<file path="config.mk">
export PLATFORM = sky130hd
export DESIGN_NAME = card_reader_control
export DESIGN_NICKNAME = d
export VERILOG_FILES = /design/src/rtl/card_pkg.sv /design/src/rtl/pin_sync.sv /design/src/rtl/column_decoder.sv /design/src/rtl/card_reader_control.sv
export SDC_FILE = /design/constraint.sdc
export NUM_CORES = 1
export LEC_CHECK = 0
export BUFFER_PORTS_ARGS = -buffer_cell sky130_fd_sc_hd__buf_4
export CAP_MARGIN = 10
export CORE_ASPECT_RATIO = 0.9
export CORE_UTILIZATION = 35
export DETAILED_ROUTE_END_ITERATION = 10
export GPL_TIMING_DRIVEN = 1
export PLACE_DENSITY = 0.49
export REMOVE_ABC_BUFFERS = 1
export SYNTH_ARGS = -nofsm -noshare
export SYNTH_HDL_FRONTEND = slang
export SYNTH_HIERARCHICAL = 1
export SYNTH_SLANG_ARGS = --single-unit
</file>
<file path="constraint.sdc">
create_clock -name clk_sys -period 5.6 [get_ports clk_sys]
set_input_delay 0 -clock clk_sys [delete_from_list [all_inputs] [get_ports clk_sys]]
set_output_delay 0 -clock clk_sys [all_outputs]
set_load 0.02 [all_outputs]
</file>
<file path="src/rtl/card_pkg.sv">
// card_pkg: shared constants and types of the card reader controller
// assumes: 10 MHz system clock, 12-bit accumulator words
package card_pkg;

  // ----------------------------------------------------------------
  // timing
  // ----------------------------------------------------------------
  localparam int CLK_PERIOD_NS   = 100;
  localparam int COL_WINDOW_NS   = 1000000;
  localparam int COL_WINDOW_CYC  = COL_WINDOW_NS / CLK_PERIOD_NS;
  localparam int PICK_TIMEOUT_NS = 100000000;
  localparam int PICK_TIMEOUT_CYC = PICK_TIMEOUT_NS / CLK_PERIOD_NS;
  localparam int CARD_COLUMNS    = 40;

  // ----------------------------------------------------------------
  // instruction codes on the command port (low digit, device bit)
  // ----------------------------------------------------------------
  localparam logic [3:0] OP_SKIP_COL_READY = 4'h1;
  localparam logic [3:0] OP_READ_ALPHA     = 4'h2;
  localparam logic [3:0] OP_READ_BINARY    = 4'h4;
  localparam logic [3:0] OP_COND_OUT       = 4'h5;
  localparam logic [3:0] OP_READ_COMP      = 4'h6;
  localparam logic [3:0] OP_COND_IN        = 4'h7;
  localparam logic [3:0] OP_SKIP_CARD_DONE = 4'h9;
  localparam logic [3:0] OP_SELECT_SKIP    = 4'hA;
  localparam logic [3:0] OP_CLR_CARD_DONE  = 4'hC;
  localparam logic [3:0] OP_SKIP_INT       = 4'hD;
  localparam logic [3:0] OP_CLR_TRANS      = 4'hF;

  // ----------------------------------------------------------------
  // field positions (bit 11 is accumulator bit 0)
  // ----------------------------------------------------------------
  localparam int AC_SIGN        = 11;
  localparam int EN_TRANS_BIT   = 1;
  localparam int EN_DATA_BIT    = 0;
  localparam int ST_DATA_READY  = 11;
  localparam int ST_CARD_DONE   = 10;
  localparam int ST_TROUBLE     = 9;
  localparam int ST_READY_TRUE  = 8;
  localparam int ST_DATA_LOST   = 7;
  localparam logic EN_TRANS_RESET = 1'b0;
  localparam logic EN_DATA_RESET  = 1'b1;

  typedef enum logic [1:0] {
    RD_BINARY = 2'b00,
    RD_ALPHA  = 2'b01,
    RD_COMP   = 2'b10
  } read_form_t;

  typedef enum logic [1:0] {
    ST_IDLE = 2'b00,
    ST_PICK = 2'b01,
    ST_READ = 2'b10
  } transport_state_t;

  // answer to a read strobe
  typedef struct packed {
    logic        skip;
    logic [11:0] ac;
  } iot_answer_t;

  // transport pins after synchronising
  typedef struct packed {
    logic [11:0] rows;
    logic        col_strobe;
    logic        card_in_station;
    logic        torn_edge;
    logic        hopper_empty;
    logic        stacker_full;
    logic        halt_button;
    logic        reset_button;
    logic        mode_online;
  } reader_pins_t;

endpackage : card_pkg

</file>
<file path="src/rtl/pin_sync.sv">
// pin_sync: two flip-flop synchroniser for a bundle of pins
// assumes: all inputs asynchronous to clk_sys
`timescale 1ns/100ps
module pin_sync #(
  parameter int WIDTH = 1
) (
  // clock and reset
  input  wire logic             clk_sys,
  input  wire logic             rst_n,
  // pins
  input  wire logic [WIDTH-1:0] pins_async,
  output logic      [WIDTH-1:0] pins_sync
);
  logic [WIDTH-1:0] stage1;

  always_ff @(posedge clk_sys or negedge rst_n) begin
    if (!rst_n) begin
      stage1    <= '0;
      pins_sync <= '0;
    end else begin
      stage1    <= pins_async;
      pins_sync <= stage1;
    end
  end
endmodule : pin_sync

</file>
<file path="src/rtl/column_decoder.sv">
// column_decoder: turns one column of twelve rows into an accumulator word
// assumes: rows[11] is row 12, rows[10] row 11, rows[9] row 0,
// rows[8:0] rows 1..9; a hole or dark mark reads as one
`timescale 1ns/100ps
module column_decoder (
  // column and form
  input  wire logic [11:0]         rows,
  input  card_pkg::read_form_t     form,
  // result
  output logic      [11:0]         ac
);
  // ----------------------------------------------------------------
  // digit rows 1..7 to binary, plus multi-punch detect
  // ----------------------------------------------------------------
  function automatic logic [3:0] digit_code(input logic [6:0] d);
    logic [3:0] r;
    r = 4'h0;
    for (int i = 0; i < 7; i++) begin
      if (d[6-i]) begin
        r[2:0] = 3'(i + 1);
      end
    end
    r[3] = ($countones(d) > 1);
    return r;
  endfunction : digit_code

  logic [3:0] dig;
  logic [3:0] num;
  logic [1:0] zone;

  always_comb begin
    dig  = digit_code(rows[8:2]);
    num  = {1'b0, dig[2:0]};
    zone = 2'b00;
    if (rows[1]) begin
      num = num + 4'h8;
    end
    if (rows[0]) begin
      num = 4'h9;
    end
    if (rows[11]) begin
      zone = 2'b11;
    end else if (rows[10]) begin
      zone = 2'b10;
    end else if (rows[9] && num != 4'h0) begin
      zone = 2'b01;
    end else if (rows[9]) begin
      num = 4'hA;
    end
    case (form)
      card_pkg::RD_BINARY: ac = rows;
      card_pkg::RD_ALPHA:  ac = {6'h00, zone, num};
      card_pkg::RD_COMP: begin
        ac = {dig[3], 3'h0, rows[0], rows[11], rows[10],
              rows[9], rows[1], dig[2:0]};
      end
      default: ac = 12'h000;
    endcase
  end
endmodule : column_decoder

</file>
<file path="src/rtl/card_reader_control.sv">
// card_reader_control: card reader controller with its reader transport
// assumes: commands arrive as one-cycle strobes on the command port and
// transport pins are asynchronous to clk_sys
//
// Summary of operation
// skip when an enabled flag is raised
// clear both transition flags, nothing else
// present forty columns from column one
// binary form maps rows straight to bits
// alphanumeric form gives six-bit code low
// compressed copies rows 9,12,11,0,8
// compressed encodes single digit punch binary
// double digit punch sets sign bit
// validity check only on compressed read
// hole or dark mark reads as one
// both card variants share identical instructions
// software may compare reads within window
// halt drops feed and ready, finishes card
// read check condition stops the reader
// stack check when card never arrives
// hopper check on empty hopper, full stacker
// offline ignores feed request, outputs stay
// reset button clears errors and counters
// host selects, polls, reads, polls done
// column ready sets data ready flag
// card leaving sets card done flag
// ready edges set transition flags
// select skips, feeds card, clears done
// column held until next column arrives
//
// Our own choices: the address map and the plain strobed port.
`timescale 1ns/100ps
module card_reader_control #(
  parameter int COL_WINDOW_CYC   = card_pkg::COL_WINDOW_CYC,
  parameter int PICK_TIMEOUT_CYC = card_pkg::PICK_TIMEOUT_CYC
) (
  // clock and reset
  input  wire logic                 clk_sys,
  input  wire logic                 reset_n,
  // command port
  input  wire logic [3:0]           cmd_addr,
  input  wire logic [11:0]          cmd_wdata,
  input  wire logic                 cmd_wr,
  input  wire logic                 cmd_rd,
  output card_pkg::iot_answer_t     cmd_rdata,
  // transport pins
  input  card_pkg::reader_pins_t    reader_pins,
  output logic                      card_feed_request,
  output logic                      reader_ready,
  // alarms and indicators
  output logic                      read_check,
  output logic                      stack_check,
  output logic                      hopper_check,
  output logic                      halt_lamp,
  output logic                      int_request
);
  // ----------------------------------------------------------------
  // reset release and pin synchronisers
  // ----------------------------------------------------------------
  logic [1:0] rst_pipe;
  logic       rst_n;
  card_pkg::reader_pins_t pins;
  card_pkg::reader_pins_t pins_d;

  always_ff @(posedge clk_sys or negedge reset_n) begin
    if (!reset_n) begin
      rst_pipe <= 2'b00;
    end else begin
      rst_pipe <= {rst_pipe[0], 1'b1};
    end
  end
  assign rst_n = rst_pipe[1];

  pin_sync #(.WIDTH($bits(card_pkg::reader_pins_t))) u_sync (
    .clk_sys    (clk_sys),
    .rst_n      (rst_n),
    .pins_async (reader_pins),
    .pins_sync  (pins)
  );

  always_ff @(posedge clk_sys or negedge rst_n) begin
    if (!rst_n) begin
      pins_d <= '0;
    end else begin
      pins_d <= pins;
    end
  end

  logic strobe_rise;
  logic card_arrive;
  logic card_leave;
  assign strobe_rise = pins.col_strobe & ~pins_d.col_strobe;
  assign card_arrive = pins.card_in_station & ~pins_d.card_in_station;
  assign card_leave  = ~pins.card_in_station & pins_d.card_in_station;

  // ----------------------------------------------------------------
  // command decode
  // ----------------------------------------------------------------
  function automatic logic is_op(input logic [3:0] a,
                                 input logic [3:0] op);
    return a == op;
  endfunction : is_op

  logic do_select;
  logic do_read;
  logic col_taken;
  assign do_select = cmd_rd & is_op(cmd_addr, card_pkg::OP_SELECT_SKIP);
  assign do_read   = cmd_rd & (is_op(cmd_addr, card_pkg::OP_READ_ALPHA)
                   | is_op(cmd_addr, card_pkg::OP_READ_BINARY)
                   | is_op(cmd_addr, card_pkg::OP_READ_COMP));

  // ----------------------------------------------------------------
  // transport
  // ----------------------------------------------------------------
  card_pkg::transport_state_t state;
  card_pkg::transport_state_t next_state;
  logic [5:0]  col_count;
  logic [5:0]  next_col_count;
  logic [31:0] pick_timer;
  logic [31:0] next_pick_timer;
  logic        halt;
  logic        next_halt;
  logic        next_read_check;
  logic        next_stack_check;
  logic        next_hopper_check;

  assign reader_ready = pins.mode_online & ~halt & ~pins.halt_button
                      & ~read_check & ~stack_check & ~hopper_check;
  assign card_feed_request = (state == card_pkg::ST_PICK)
                           & pins.mode_online & ~halt
                           & ~pins.halt_button;
  assign halt_lamp = halt;

  always_comb begin
    next_state        = state;
    next_col_count    = col_count;
    next_pick_timer   = pick_timer;
    next_halt         = halt | pins.halt_button;
    next_read_check   = read_check;
    next_stack_check  = stack_check;
    next_hopper_check = hopper_check
                      | pins.hopper_empty | pins.stacker_full;
    col_taken         = 1'b0;
    case (state)
      card_pkg::ST_IDLE: begin
        next_pick_timer = 32'h0000_0000;
        if (do_select && reader_ready) begin
          next_state = card_pkg::ST_PICK;
        end
      end
      card_pkg::ST_PICK: begin
        if (card_arrive) begin
          next_state     = card_pkg::ST_READ;
          next_col_count = 6'h00;
        end else if (!card_feed_request) begin
          next_state = card_pkg::ST_IDLE;
        end else if (pick_timer == 32'(PICK_TIMEOUT_CYC - 1)) begin
          next_stack_check = 1'b1;
          next_state       = card_pkg::ST_IDLE;
        end else begin
          next_pick_timer = pick_timer + 32'h0000_0001;
        end
      end
      card_pkg::ST_READ: begin
        if (pins.torn_edge) begin
          next_read_check = 1'b1;
        end
        if (strobe_rise) begin
          if (col_count == 6'(card_pkg::CARD_COLUMNS)) begin
            next_read_check = next_read_check
                            | (pins.rows != 12'h000);
          end else begin
            col_taken      = 1'b1;
            next_col_count = col_count + 6'h01;
          end
        end
        if (card_leave) begin
          next_state = card_pkg::ST_IDLE;
        end
      end
      default: next_state = card_pkg::ST_IDLE;
    endcase
    if (pins.reset_button) begin
      next_state        = card_pkg::ST_IDLE;
      next_col_count    = 6'h00;
      next_pick_timer   = 32'h0000_0000;
      next_halt         = 1'b0;
      next_read_check   = 1'b0;
      next_stack_check  = 1'b0;
      next_hopper_check = 1'b0;
    end
  end

  always_ff @(posedge clk_sys or negedge rst_n) begin
    if (!rst_n) begin
      state        <= card_pkg::ST_IDLE;
      col_count    <= 6'h00;
      pick_timer   <= 32'h0000_0000;
      halt         <= 1'b0;
      read_check   <= 1'b0;
      stack_check  <= 1'b0;
      hopper_check <= 1'b0;
    end else begin
      state        <= next_state;
      col_count    <= next_col_count;
      pick_timer   <= next_pick_timer;
      halt         <= next_halt;
      read_check   <= next_read_check;
      stack_check  <= next_stack_check;
      hopper_check <= next_hopper_check;
    end
  end

  // ----------------------------------------------------------------
  // flags, enables, column buffer and answers
  // ----------------------------------------------------------------
  logic        data_ready;
  logic        card_done;
  logic        trouble;
  logic        ready_true;
  logic        data_lost;
  logic        en_trans;
  logic        en_data;
  logic        ready_q;
  logic [11:0] col_buf;
  logic [31:0] win_cnt;
  logic        next_data_ready;
  logic        next_card_done;
  logic        next_trouble;
  logic        next_ready_true;
  logic        next_data_lost;
  logic        next_en_trans;
  logic        next_en_data;
  logic [11:0] next_col_buf;
  logic [31:0] next_win_cnt;
  card_pkg::iot_answer_t next_rdata;
  card_pkg::read_form_t  form;
  logic [11:0] decoded;
  logic        int_skip;

  always_comb begin
    case (cmd_addr)
      card_pkg::OP_READ_ALPHA: form = card_pkg::RD_ALPHA;
      card_pkg::OP_READ_COMP:  form = card_pkg::RD_COMP;
      default:                 form = card_pkg::RD_BINARY;
    endcase
  end

  column_decoder u_dec (
    .rows (col_buf),
    .form (form),
    .ac   (decoded)
  );

  assign int_skip = ((data_ready | card_done) & en_data)
                  | ((trouble | ready_true) & en_trans);
  assign int_request = int_skip;

  always_comb begin
    next_col_buf    = col_taken ? pins.rows : col_buf;
    next_win_cnt    = win_cnt;
    next_data_ready = data_ready;
    next_data_lost  = data_lost;
    next_card_done  = card_done;
    next_trouble    = trouble;
    next_ready_true = ready_true;
    next_en_trans   = en_trans;
    next_en_data    = en_data;
    next_rdata      = '0;
    if (cmd_wr && is_op(cmd_addr, card_pkg::OP_COND_OUT)) begin
      next_en_trans = cmd_wdata[card_pkg::EN_TRANS_BIT];
      next_en_data  = cmd_wdata[card_pkg::EN_DATA_BIT];
      next_data_lost = 1'b0;
    end
    // a window running out wins over a clear in the same cycle
    if (data_ready && win_cnt == 32'(COL_WINDOW_CYC - 1)) begin
      next_data_lost = 1'b1;
    end else if (data_ready) begin
      next_win_cnt = win_cnt + 32'h0000_0001;
    end
    if (cmd_wr && is_op(cmd_addr, card_pkg::OP_CLR_TRANS)) begin
      next_trouble    = 1'b0;
      next_ready_true = 1'b0;
    end
    if (cmd_wr && is_op(cmd_addr, card_pkg::OP_CLR_CARD_DONE)) begin
      next_card_done = 1'b0;
    end
    if (do_read) begin
      next_data_ready = 1'b0;
      next_rdata.ac   = decoded;
    end
    if (cmd_rd) begin
      case (cmd_addr)
        card_pkg::OP_SKIP_COL_READY: next_rdata.skip = data_ready;
        card_pkg::OP_SKIP_CARD_DONE: next_rdata.skip = card_done;
        card_pkg::OP_SKIP_INT:       next_rdata.skip = int_skip;
        card_pkg::OP_SELECT_SKIP: begin
          next_rdata.skip = reader_ready;
          if (reader_ready) begin
            next_card_done = 1'b0;
          end
        end
        card_pkg::OP_COND_IN: begin
          next_rdata.ac[card_pkg::ST_DATA_READY] = data_ready;
          next_rdata.ac[card_pkg::ST_CARD_DONE]  = card_done;
          next_rdata.ac[card_pkg::ST_TROUBLE]    = trouble;
          next_rdata.ac[card_pkg::ST_READY_TRUE] = ready_true;
          next_rdata.ac[card_pkg::ST_DATA_LOST]  = data_lost;
        end
        default: next_rdata.skip = 1'b0;
      endcase
    end
    // hardware events win over a clear in the same cycle
    if (col_taken) begin
      next_data_ready = 1'b1;
      next_win_cnt    = 32'h0000_0000;
    end
    if (state == card_pkg::ST_READ && card_leave) begin
      next_card_done = 1'b1;
    end
    if (reader_ready && !ready_q) begin
      next_ready_true = 1'b1;
    end
    if (!reader_ready && ready_q) begin
      next_trouble = 1'b1;
    end
  end

  always_ff @(posedge clk_sys or negedge rst_n) begin
    if (!rst_n) begin
      data_ready <= 1'b0;
      card_done  <= 1'b0;
      trouble    <= 1'b0;
      ready_true <= 1'b0;
      data_lost  <= 1'b0;
      en_trans   <= card_pkg::EN_TRANS_RESET;
      en_data    <= card_pkg::EN_DATA_RESET;
      ready_q    <= 1'b0;
      col_buf    <= 12'h000;
      win_cnt    <= 32'h0000_0000;
      cmd_rdata  <= '0;
    end else begin
      data_ready <= next_data_ready;
      card_done  <= next_card_done;
      trouble    <= next_trouble;
      ready_true <= next_ready_true;
      data_lost  <= next_data_lost;
      en_trans   <= next_en_trans;
      en_data    <= next_en_data;
      ready_q    <= reader_ready;
      col_buf    <= next_col_buf;
      win_cnt    <= next_win_cnt;
      cmd_rdata  <= next_rdata;
    end
  end
endmodule : card_reader_control

</file>
=== Word-level counts from Yosys, hierarchy flattened ===
Index checks and enable logic that the tools add are counted.

* Logic and storage cells: 197
* Bits in registers: 153

* Equal/unequal tests: 29
* Bitwise operators: 32
* $add $sub $neg: 10
* $lt $le $gt $ge: 1
* Reductions and logical operators: 31
* Mux-type cells: 70

{| class="wikitable"
|+ Operators by type and width
! kind !! number
|-
| $mux 32 || 7
|-
| $add 32x1->32 const B || 2
|-
| $add 32x32->32 || 2
|-
| $pmux 32 s2 || 1
|-
| $pmux 12 s3 || 1
|-
| $add 32x1->32 || 1
|-
| $eq 32x14->1 const B || 1
|-
| $eq 32x20->1 const B || 1
|-
| $gt 32x2->1 const B || 1
|-
| $mux 1 || 30
|-
| $mux 6 || 5
|-
| $mux 4 || 6
|-
| $ne 3x2->1 const B || 8
|-
| $eq 4x4->1 const B || 5
|-
| $mux 2 || 10
|-
| $reduce_bool 2->1 || 9
|-
| $eq 4x3->1 const B || 4
|-
| $and 1x1->1 || 15
|-
| $mux 12 || 1
|-
| $mux 3 || 4
|-
| $pmux 6 s2 || 1
|-
| $reduce_and 4->1 || 3
|-
| $reduce_bool 12->1 || 1
|-
| $logic_and 1x1->1 || 9
|-
| other kinds (23) || 45
|}

=== Longest topological paths before layout ===
Gate-level depths: netlist of run 1.

* Depth after elaboration: 19
* Gate-level depth with buffers: 11
* Depth with buffers taken out: 11

=== By module ===
The synthesis of run 1 kept the hierarchy.

{| class="wikitable"
|+ By module, submodules not included
! module !! area each (sq um) !! times used !! cells each
|-
| card_reader_control || 5823.1 || 1 || 633
|-
| pin_sync || 1001.0 || 1 || 40
|-
| column_decoder || 424.2 || 1 || 64
|}

=== Worst setup path before layout of run 1 ===
No wires, ideal clock.

* Path kind: reg2reg
* From: register col_buf[2]
* To: register cmd_rdata[11] in the netlist's numbering
* Library setup time: 0.073 ns
* Path buffers: 0
* Clock period less this slack: 2.978 ns
* Required time: 5.527 ns
* Cell stages (with the launch flop): 12
* Slack: 2.622 ns
* Data arrival time: 2.905 ns
* Path through: dfrtp_1 > fa_1 > inv_1 > fa_1 > inv_1 > ha_1 > a21o_1 > fa_1 > nor2_1 > a211oi_1 > a22oi_1 > nor2b_1

{| class="wikitable"
|+ RTL lines
! element !! RTL line !! source
|-
| start: declaration || card_reader_control.sv:225 || <nowiki>logic [11:0] col_buf;</nowiki>
|-
| start signal: assignment || card_reader_control.sv:351 || <nowiki>col_buf <= next_col_buf;</nowiki>
|-
| end signal: assignment || card_reader_control.sv:353 || <nowiki>cmd_rdata <= next_rdata;</nowiki>
|-
| end: declaration || card_reader_control.sv:45 || <nowiki>output card_pkg::iot_answer_t cmd_rdata,</nowiki>
|}

==> flow_summary_export.csv, run 1 <==
group,metric,value,unit
synth,synthDistinctLibCells,62,
synth,yosysSeqAreaShare,52.8,%
placed_design,preCtsSetupSlack,2.44,ns
die,die_area,0.0213,mm^2
synth,syn-cell-area,0.00725,mm^2
layout,finish.utilization,43.6,%
routing,via_per_inst,5.46,
worst_setup_path,critPathBufInv,2,
worst_setup_path,critical_path_required,5.95,ns
routing,drt_iter0_markers,421,
power,power.density,287,mW/mm^2
power,switching_share,24.4,%
worst_setup_path,arrival,3.53,ns
worst_setup_path,max_stage_delay,0.57,ns
layout,antenna_cells,0,
worst_setup_path,crit_start,"col_buf[2]$_DFFE_PN0N_",
synth,synth_seq_cells,153,
sta,layout_min_cycle_time,3.18,ns
worst_setup_path,worstSetupPathType,"flop to flop",
synth,synth_cells,737,
grt,grt_pass1_wl,30100,um
sta,setup_tns,0,ns
worst_hold_path,worstHoldStart,"cmd_wr",
die,io_pins,60,
worst_setup_path,critical-path-top-delay-family,"adder cells",
sta,setup_viol,0,
clock_tree,post_cts_buffers,0,
die,start_util,36.0,%
synth,avgSynthCellArea,9.83,um^2
die,rows,49,
power,p_seq_share,47.5,%
layout,nets,856,
clock_tree,root_buffer,"clkbuf_16",
placed_design,post-dp-hpwl,12300,um
placed_design,gp_congestion,0.930,
power,p_clk_share,46.5,%
routing,vias,5865,
job,max_cap_violations,0,
synth,yosysTopAreaCell,"dfrtp_1",
layout,synthToLayoutAreaGrowth,21.0,%
sta,period_share,56.7,%
clock_tree,cts_resized,0,
worst_hold_path,hold_class,"primary input to flop",
sta,skew,0.0130,ns
grt,antenna_found_initial,0,
power,combPwrFrac,6.0,%
worst_setup_path,cp_cell_sequence,"fa_1, inv_1, fa_1, inv_1, ha_1, a21o_1, fa_1, nor2_1, a211oi_1, a22oi_1, nor2b_1",
synth,synthArstFlopShare,100,%
clock_tree,cts_tree,"done",
sta,worst_pin_slew,1.05,ns
synth,synth_edf_count,0,
placed_design,place_inst,1014,
routing,ant_nets,0,
sta,setup_slack,2.42,ns
synth,yosysTopAreaCellShare,52.5,%
grt,overflow,0,
sta,max_freq,0.315,GHz
power,internal_power,1.90,mW
grt,grtUsageTotal,17.9,%
clock_tree,clock_latency,0.42,ns
placed_design,place.port_buffers,49,
die,die_x,154,um
worst_setup_path,timing.rr.start,"col_buf[2]$_DFFE_PN0N_",
die,die_h,139,um
routing,avgRoutedWirePerCell,16.5,um
synth,synth_ff_type,"dfrtp_1",
worst_setup_path,crit_top_cell,"fa_1",
worst_setup_path,cpMaxStageDelayCell,"fa_1",
power,p_leak,3.88,nW
synth,ys_top_cells_by_area,"dfrtp_1 52%, nand2_1 4.1%, nor2_1 4.0%",
clock_tree,numCtsBuffers,17,
clock_tree,clock_path_buffers,2,
worst_setup_path,cp-end-kind,"flop",
routing,drt-pass1-iter-count,5,
grt,grt_pass1_vias,5688,
sta,rsz0062_at_grt,"no",
sta,finalHoldViolCount,0,
sta,max_slew_margin,29.8,%
sta,finalMaxSlewViolations,0,
grt,grt_max_degree,89,
layout,fin_cells,1075,
clock_tree,clk_pin_slew,0.06,ns
routing,drc,0,
routing,wirelength,17800,um
power,peakVddDrop,0.000187,V
worst_setup_path,worst-path-max-fanout,7,
power,switchingPower,613,uW
synth,yosys_warnings,6,
worst_setup_path,critPathLaunchType,"flop",
layout,drive_above_1_share,13.5,%
clock_tree,htreeDepth,4,
die,core-area,0.0201,mm^2
clock_tree,cts_sinks,153,
outcome,status,"complete, no violations",
-- registers in the layout, indices dropped and copies added (netlist names), 2 cells and up --
| name | count |
|---|---|
| col_count | 6 |
| col_buf | 12 |
| pick_timer | 32 |
| pins_d | 2 |
| win_cnt | 32 |
| state | 2 |
| u_sync/stage1 | 20 |
| u_sync/pins_sync | 20 |
| rst_pipe | 2 |
| cmd_rdata | 13 |
-- cells in the final DEF, fill, tap and decap left out, drive strengths merged, types with 4 or more instances in the layout --
master,count
nor4,27
and3,16
o21ai,22
mux2i,4
nor2,78
dlygate4sd3,28
nor2b,12
dfrtp,152
inv,26
a22oi,6
a21oi,26
o31ai,23
nand2b,11
xor2,27
o21a,4
clkbuf,19
or3,9
nor4b,4
nand4,32
nand3,31
o211ai,4
or2,7
nor3,20
and2,9
a41oi,4
nand2,79
ha,5
buf,57
a31oi,28
-- tightest hold or removal path, cell delays in order --
cell,delay (ns)
buf_4,0.13
nand4b_1,0.17
nand2_1,0.07
o31ai_1,0.06
-- cells by family (layout without fill, tap and decap cells) --
kind of cell / Yosys count / in the layout / synth area share [%]
xor+xnor: 30 / 30 / 3.63
buf+inv: 53 / 136 / 2.95
flops: 153 / 153 / 52.8
mux: 6 / 6 / 0.863
other cells: 1 / 1 / 0.0517
compound gates: 138 / 138 / 12.9
simple gates: 348 / 348 / 25.1
fa+ha+maj: 8 / 8 / 1.69
-- final timing paths --
kind | endpoint | slack (ns) | cells after the start
worst max-delay path | cmd_rdata[11]$_DFF_PN0_ | 2.42 | 11
worst min-delay path | data_lost$_DFFE_PN0P_ | 0.04 | 4
worst max register to register | cmd_rdata[11]$_DFF_PN0_ | 2.42 | 11
worst min register to register | col_count[5]$_DFFE_PN0P_ | 0.12 | 0
max in group asynchronous | pick_timer[24]$_DFFE_PN0P_ | 4.53 | 1
min in group asynchronous | col_count[5]$_DFFE_PN0P_ | 0.12 | 0
-- cells in the mapped netlist, drive strengths merged (2+ instances only) --
library cell	instances
nor2	78
xnor2	3
and2	9
o21ai	22
nor3	20
a21oi	26
a221o	2
nand2	79
a41oi	4
a31oi	28
nor4	27
nor2b	12
a21o	3
o32ai	2
nor4b	4
or3	9
o41ai	3
o221ai	2
nand4b	2
nand3	31
clkbuf	24
and4	3
xor2	27
fa	3
a22oi	6
dfrtp	152
or4	2
mux2	2
a211oi	2
nand4	32
nor3b	3
and3	16
inv	19
ha	5
nand2b	11
o31ai	23
mux2i	4
or2	7
o211ai	4
buf	10
o21a	4
-- power groups by stage --
stage / Sequential (mW) / Combinational (mW) / Clock (mW)
5_1_grt: 1.20 / 0.172 / 1.26
3_5_place_dp: 1.22 / 0.136 / 0
3_3_place_gp: 1.21 / 0.133 / 0
6_report: 1.19 / 0.152 / 1.17
4_1_cts: 1.20 / 0.152 / 1.20
2_1_floorplan: 1.22 / 0.0679 / 0
-- routing by layer --
metal / vias up / GRT usage (%) / wire length [um]
met5: - / 0 / 0
met4: 0 / 4.37 / 182
met2: 148 / 26.4 / 7800
met1: 2898 / 26.3 / 8870
met3: 9 / 4.20 / 932
li1: 2810 / - / -
-- final cells by class --
cell class,count,area [um^2]
fill,1952,11300
timing repair buffer,86,736
multi-input combinational,531,3210
sequential,153,3830
inverter,19,71.3
clock inverter,13,159
tap,255,319
clock buffer,18,439
-- metrics by stage --
step	power [mW]	hold slack, ns	area [um^2]
finish	2.52	0.0433	8770
global route	2.64	0.0405	8770
CTS	2.55	0.0211	8740
detailed placement	1.35	-0.214	7860
global placement	1.35	-0.215	7860
floorplan	1.29	-0.296	7110
-- timing repair --
| action | 4_1_cts | 5_1_grt |
|---|---|---|
| endpoints found under the setup margin | 0 | 0 |
| hold buffers | 28 | 0 |
| endpoints found under the hold margin | 39 | 0 |
Power figures use the tool's default switching activity.
==> inputs of run 2 (changes only) <==
PLACE_DENSITY = 0.51   (was 0.49)
clock period = 2.9 ns   (was 5.6 ns; I/O delays follow)
==> run 2 against run 1 <==
Net effect: the flow now finishes with violations (setup timing); hold slack gained 0.0014 ns; via count grew 1.7%; global-route usage grew 0.19 points; sequential share of layout area shrank 0.49 points; setup slack lost 2.5 ns.
==> flow_summary_export.csv, run 2 (synthesis gave the netlist of run 1 again) <==
group,metric,value,unit
worst_hold_path,hold_class,"primary input to flop",
die,die_x,154,um
clock_tree,numCtsBuffers,17,
sta,finalMaxSlewViolations,0,
die,die_h,139,um
power,switchingPower,1.15,mW
worst_setup_path,cpMaxStageDelayCell,"fa_1",
grt,overflow,0,
clock_tree,htreeDepth,4,
routing,drt_iter0_markers,414,
worst_setup_path,timing.rr.start,"col_buf[5]$_DFFE_PN0N_",
power,power.density,543,mW/mm^2
worst_setup_path,r2r_slack,-0.07,ns
routing,drc,0,
clock_tree,clk_pin_slew,0.06,ns
power,p_clk_share,45.9,%
power,peakVddDrop,0.000388,V
die,die_area,0.0213,mm^2
power,switching_share,23.8,%
grt,grtUsageTotal,18.1,%
die,core-area,0.0201,mm^2
grt,grt_pass1_vias,5995,
power,p_seq_share,48.2,%
layout,largestRegisters,"pick_timer: 32 flops, win_cnt: 32 flops",
routing,ant_nets,0,
sta,worst_pin_slew,0.824,ns
die,start_util,36.0,%
worst_setup_path,cp_cell_sequence,"fa_1, inv_2, fa_1, inv_1, ha_1, a21o_1, fa_1, nor2_2, a211oi_2, a22oi_1, nor2b_1",
placed_design,post-dp-hpwl,12700,um
sta,max_freq,0.337,GHz
sta,layout_min_cycle_time,2.97,ns
sta,setup_slack,-0.0666,ns
placed_design,place.port_buffers,49,
clock_tree,post_cts_buffers,0,
grt,grt_max_degree,59,
outcome,status,"complete, but fails checks",
worst_setup_path,max_stage_delay,0.55,ns
sta,skew,0.0135,ns
die,io_pins,60,
sta,finalHoldViolCount,0,
clock_tree,cts_tree,"done",
layout,drive_above_1_share,15.3,%
routing,vias,5965,
clock_tree,root_buffer,"clkbuf_16",
worst_setup_path,cp-endpoint,"cmd_rdata[11]$_DFF_PN0_",
worst_setup_path,worst-path-max-fanout,2,
sta,rsz0062_at_grt,"yes",
sta,max_slew_margin,45.0,%
worst_setup_path,arrival,3.31,ns
worst_setup_path,crit_top_cell,"fa_1",
power,internal_power,3.67,mW
sta,setup_tns,-0.0666,ns
worst_setup_path,cp-end-kind,"flop",
grt,antenna_found_initial,0,
routing,avgRoutedWirePerCell,16.5,um
sta,setup_viol,1,
placed_design,placed_area,0.00801,mm^2
die,rows,49,
worst_setup_path,worstSetupPathType,"flop to flop",
job,max_cap_violations,0,
power,p_leak,3.95,nW
worst_setup_path,critPathLaunchType,"flop",
worst_setup_path,critical_path_required,3.24,ns
layout,nets,870,
routing,via_per_inst,5.47,
layout,fin_area,0.00887,mm^2
routing,drt-pass1-iter-count,8,
grt,grt_pass1_wl,30800,um
routing,wirelength,18000,um
worst_setup_path,r2r_cells,11,
power,combPwrFrac,5.9,%
clock_tree,clock_latency,0.42,ns
layout,synthToLayoutAreaGrowth,22.4,%
worst_setup_path,r2r_end,"cmd_rdata[11]$_DFF_PN0_",
layout,layout_common_cells,"151 x dfrtp_1, 79 x nand2_1, 76 x nor2_1, 72 x buf_4",
outcome,violations,"setup timing",
worst_setup_path,crit_start,"col_buf[5]$_DFFE_PN0N_",
clock_tree,clock_path_buffers,2,
clock_tree,cts_sinks,153,
layout,final_common_cell,"dfrtp_1",
layout,nFillCells,1943,
sta,period_share,102,%
placed_design,gp_congestion,0.887,
run 2: cell count changes in the layout (fill, tap and decap cells not counted), sizes merged:
cell	before	now
clkinv	2	5
dlygate4sd3	28	26
clkbuf	19	20
buf	57	74
diode	0	1
inv	26	22
run 2: layout make-up:
type	count	area (um^2)	share of cell area, %
Antenna cell	1	2.50	0.0282
Clock inverter	12	141	1.59
Multi-Input combinational cell	531	3220	36.3
Tap cell	255	319	3.60
Clock buffer	20	447	5.03
Inverter	19	71.3	0.804
Timing Repair Buffer	100	841	9.48
Sequential cell	153	3830	43.2
run 2: worst min path at each step:
stage | start | endpoint | slack (ns) | depth (start not counted)
floorplan | reset_n | rst_pipe[0]$_DFF_PN0_ | -0.30 | 0
global placement | reset_n | rst_pipe[0]$_DFF_PN0_ | -0.22 | 1
detailed placement | reset_n | rst_pipe[0]$_DFF_PN0_ | -0.21 | 1
CTS | cmd_addr[0] | card_done$_DFF_PN0_ | 0.01 | 3
global route | cmd_addr[2] | cmd_rdata[12]$_DFF_PN0_ | 0.06 | 3
finish | cmd_addr[0] | card_done$_DFF_PN0_ | 0.04 | 3
run 2: metal layers:
layer | track usage (%) | part of all wire [%] | vias to the layer above
met3 | 4.17 | 5.6 | 15
met5 | 0 | 0 | -
met1 | 26.6 | 50 | 2934
met4 | 4.68 | 1.0 | 0
met2 | 26.7 | 43 | 169
li1 | - | - | 2847
run 2: power groups by stage:
stage / Combinational, mW / Sequential [mW] / Clock [mW]
2_1_floorplan: 0.131 / 2.35 / 0
3_3_place_gp: 0.248 / 2.36 / 0
3_5_place_dp: 0.257 / 2.36 / 0
4_1_cts: 0.286 / 2.32 / 2.27
5_1_grt: 0.320 / 2.34 / 2.35
6_report: 0.283 / 2.32 / 2.21
run 2: per-stage QoR:
step	util, %	hold slack, ns	std cells	worst slack [ns]	power, mW
after floorplan	-	-0.296	703	-1.68	2.49
after global placement	39.9	-0.216	1032	-0.0859	2.61
after detailed placement	39.9	-0.215	1032	-0.155	2.62
after CTS	44.1	0.0135	1090	-0.0604	4.88
after global routing	44.1	0.0571	1090	-0.206	5.01
final	44.1	0.0447	1091	-0.0666	4.81
run 2: critical path, delay by kind of cell (launching register included):
kind | cells | cell delay (ns)
fa+ha+maj | 4 | 1.78
compound gates | 3 | 0.45
flops | 1 | 0.40
simple gates | 2 | 0.18
buf+inv | 2 | 0.08
run 2: timing repair:
action                     CTS  global route
pin swaps                    4             0
hold endpoints to repair    38             0
hold buffers                26             0
resized for setup            1             2
setup endpoints to repair    1             1
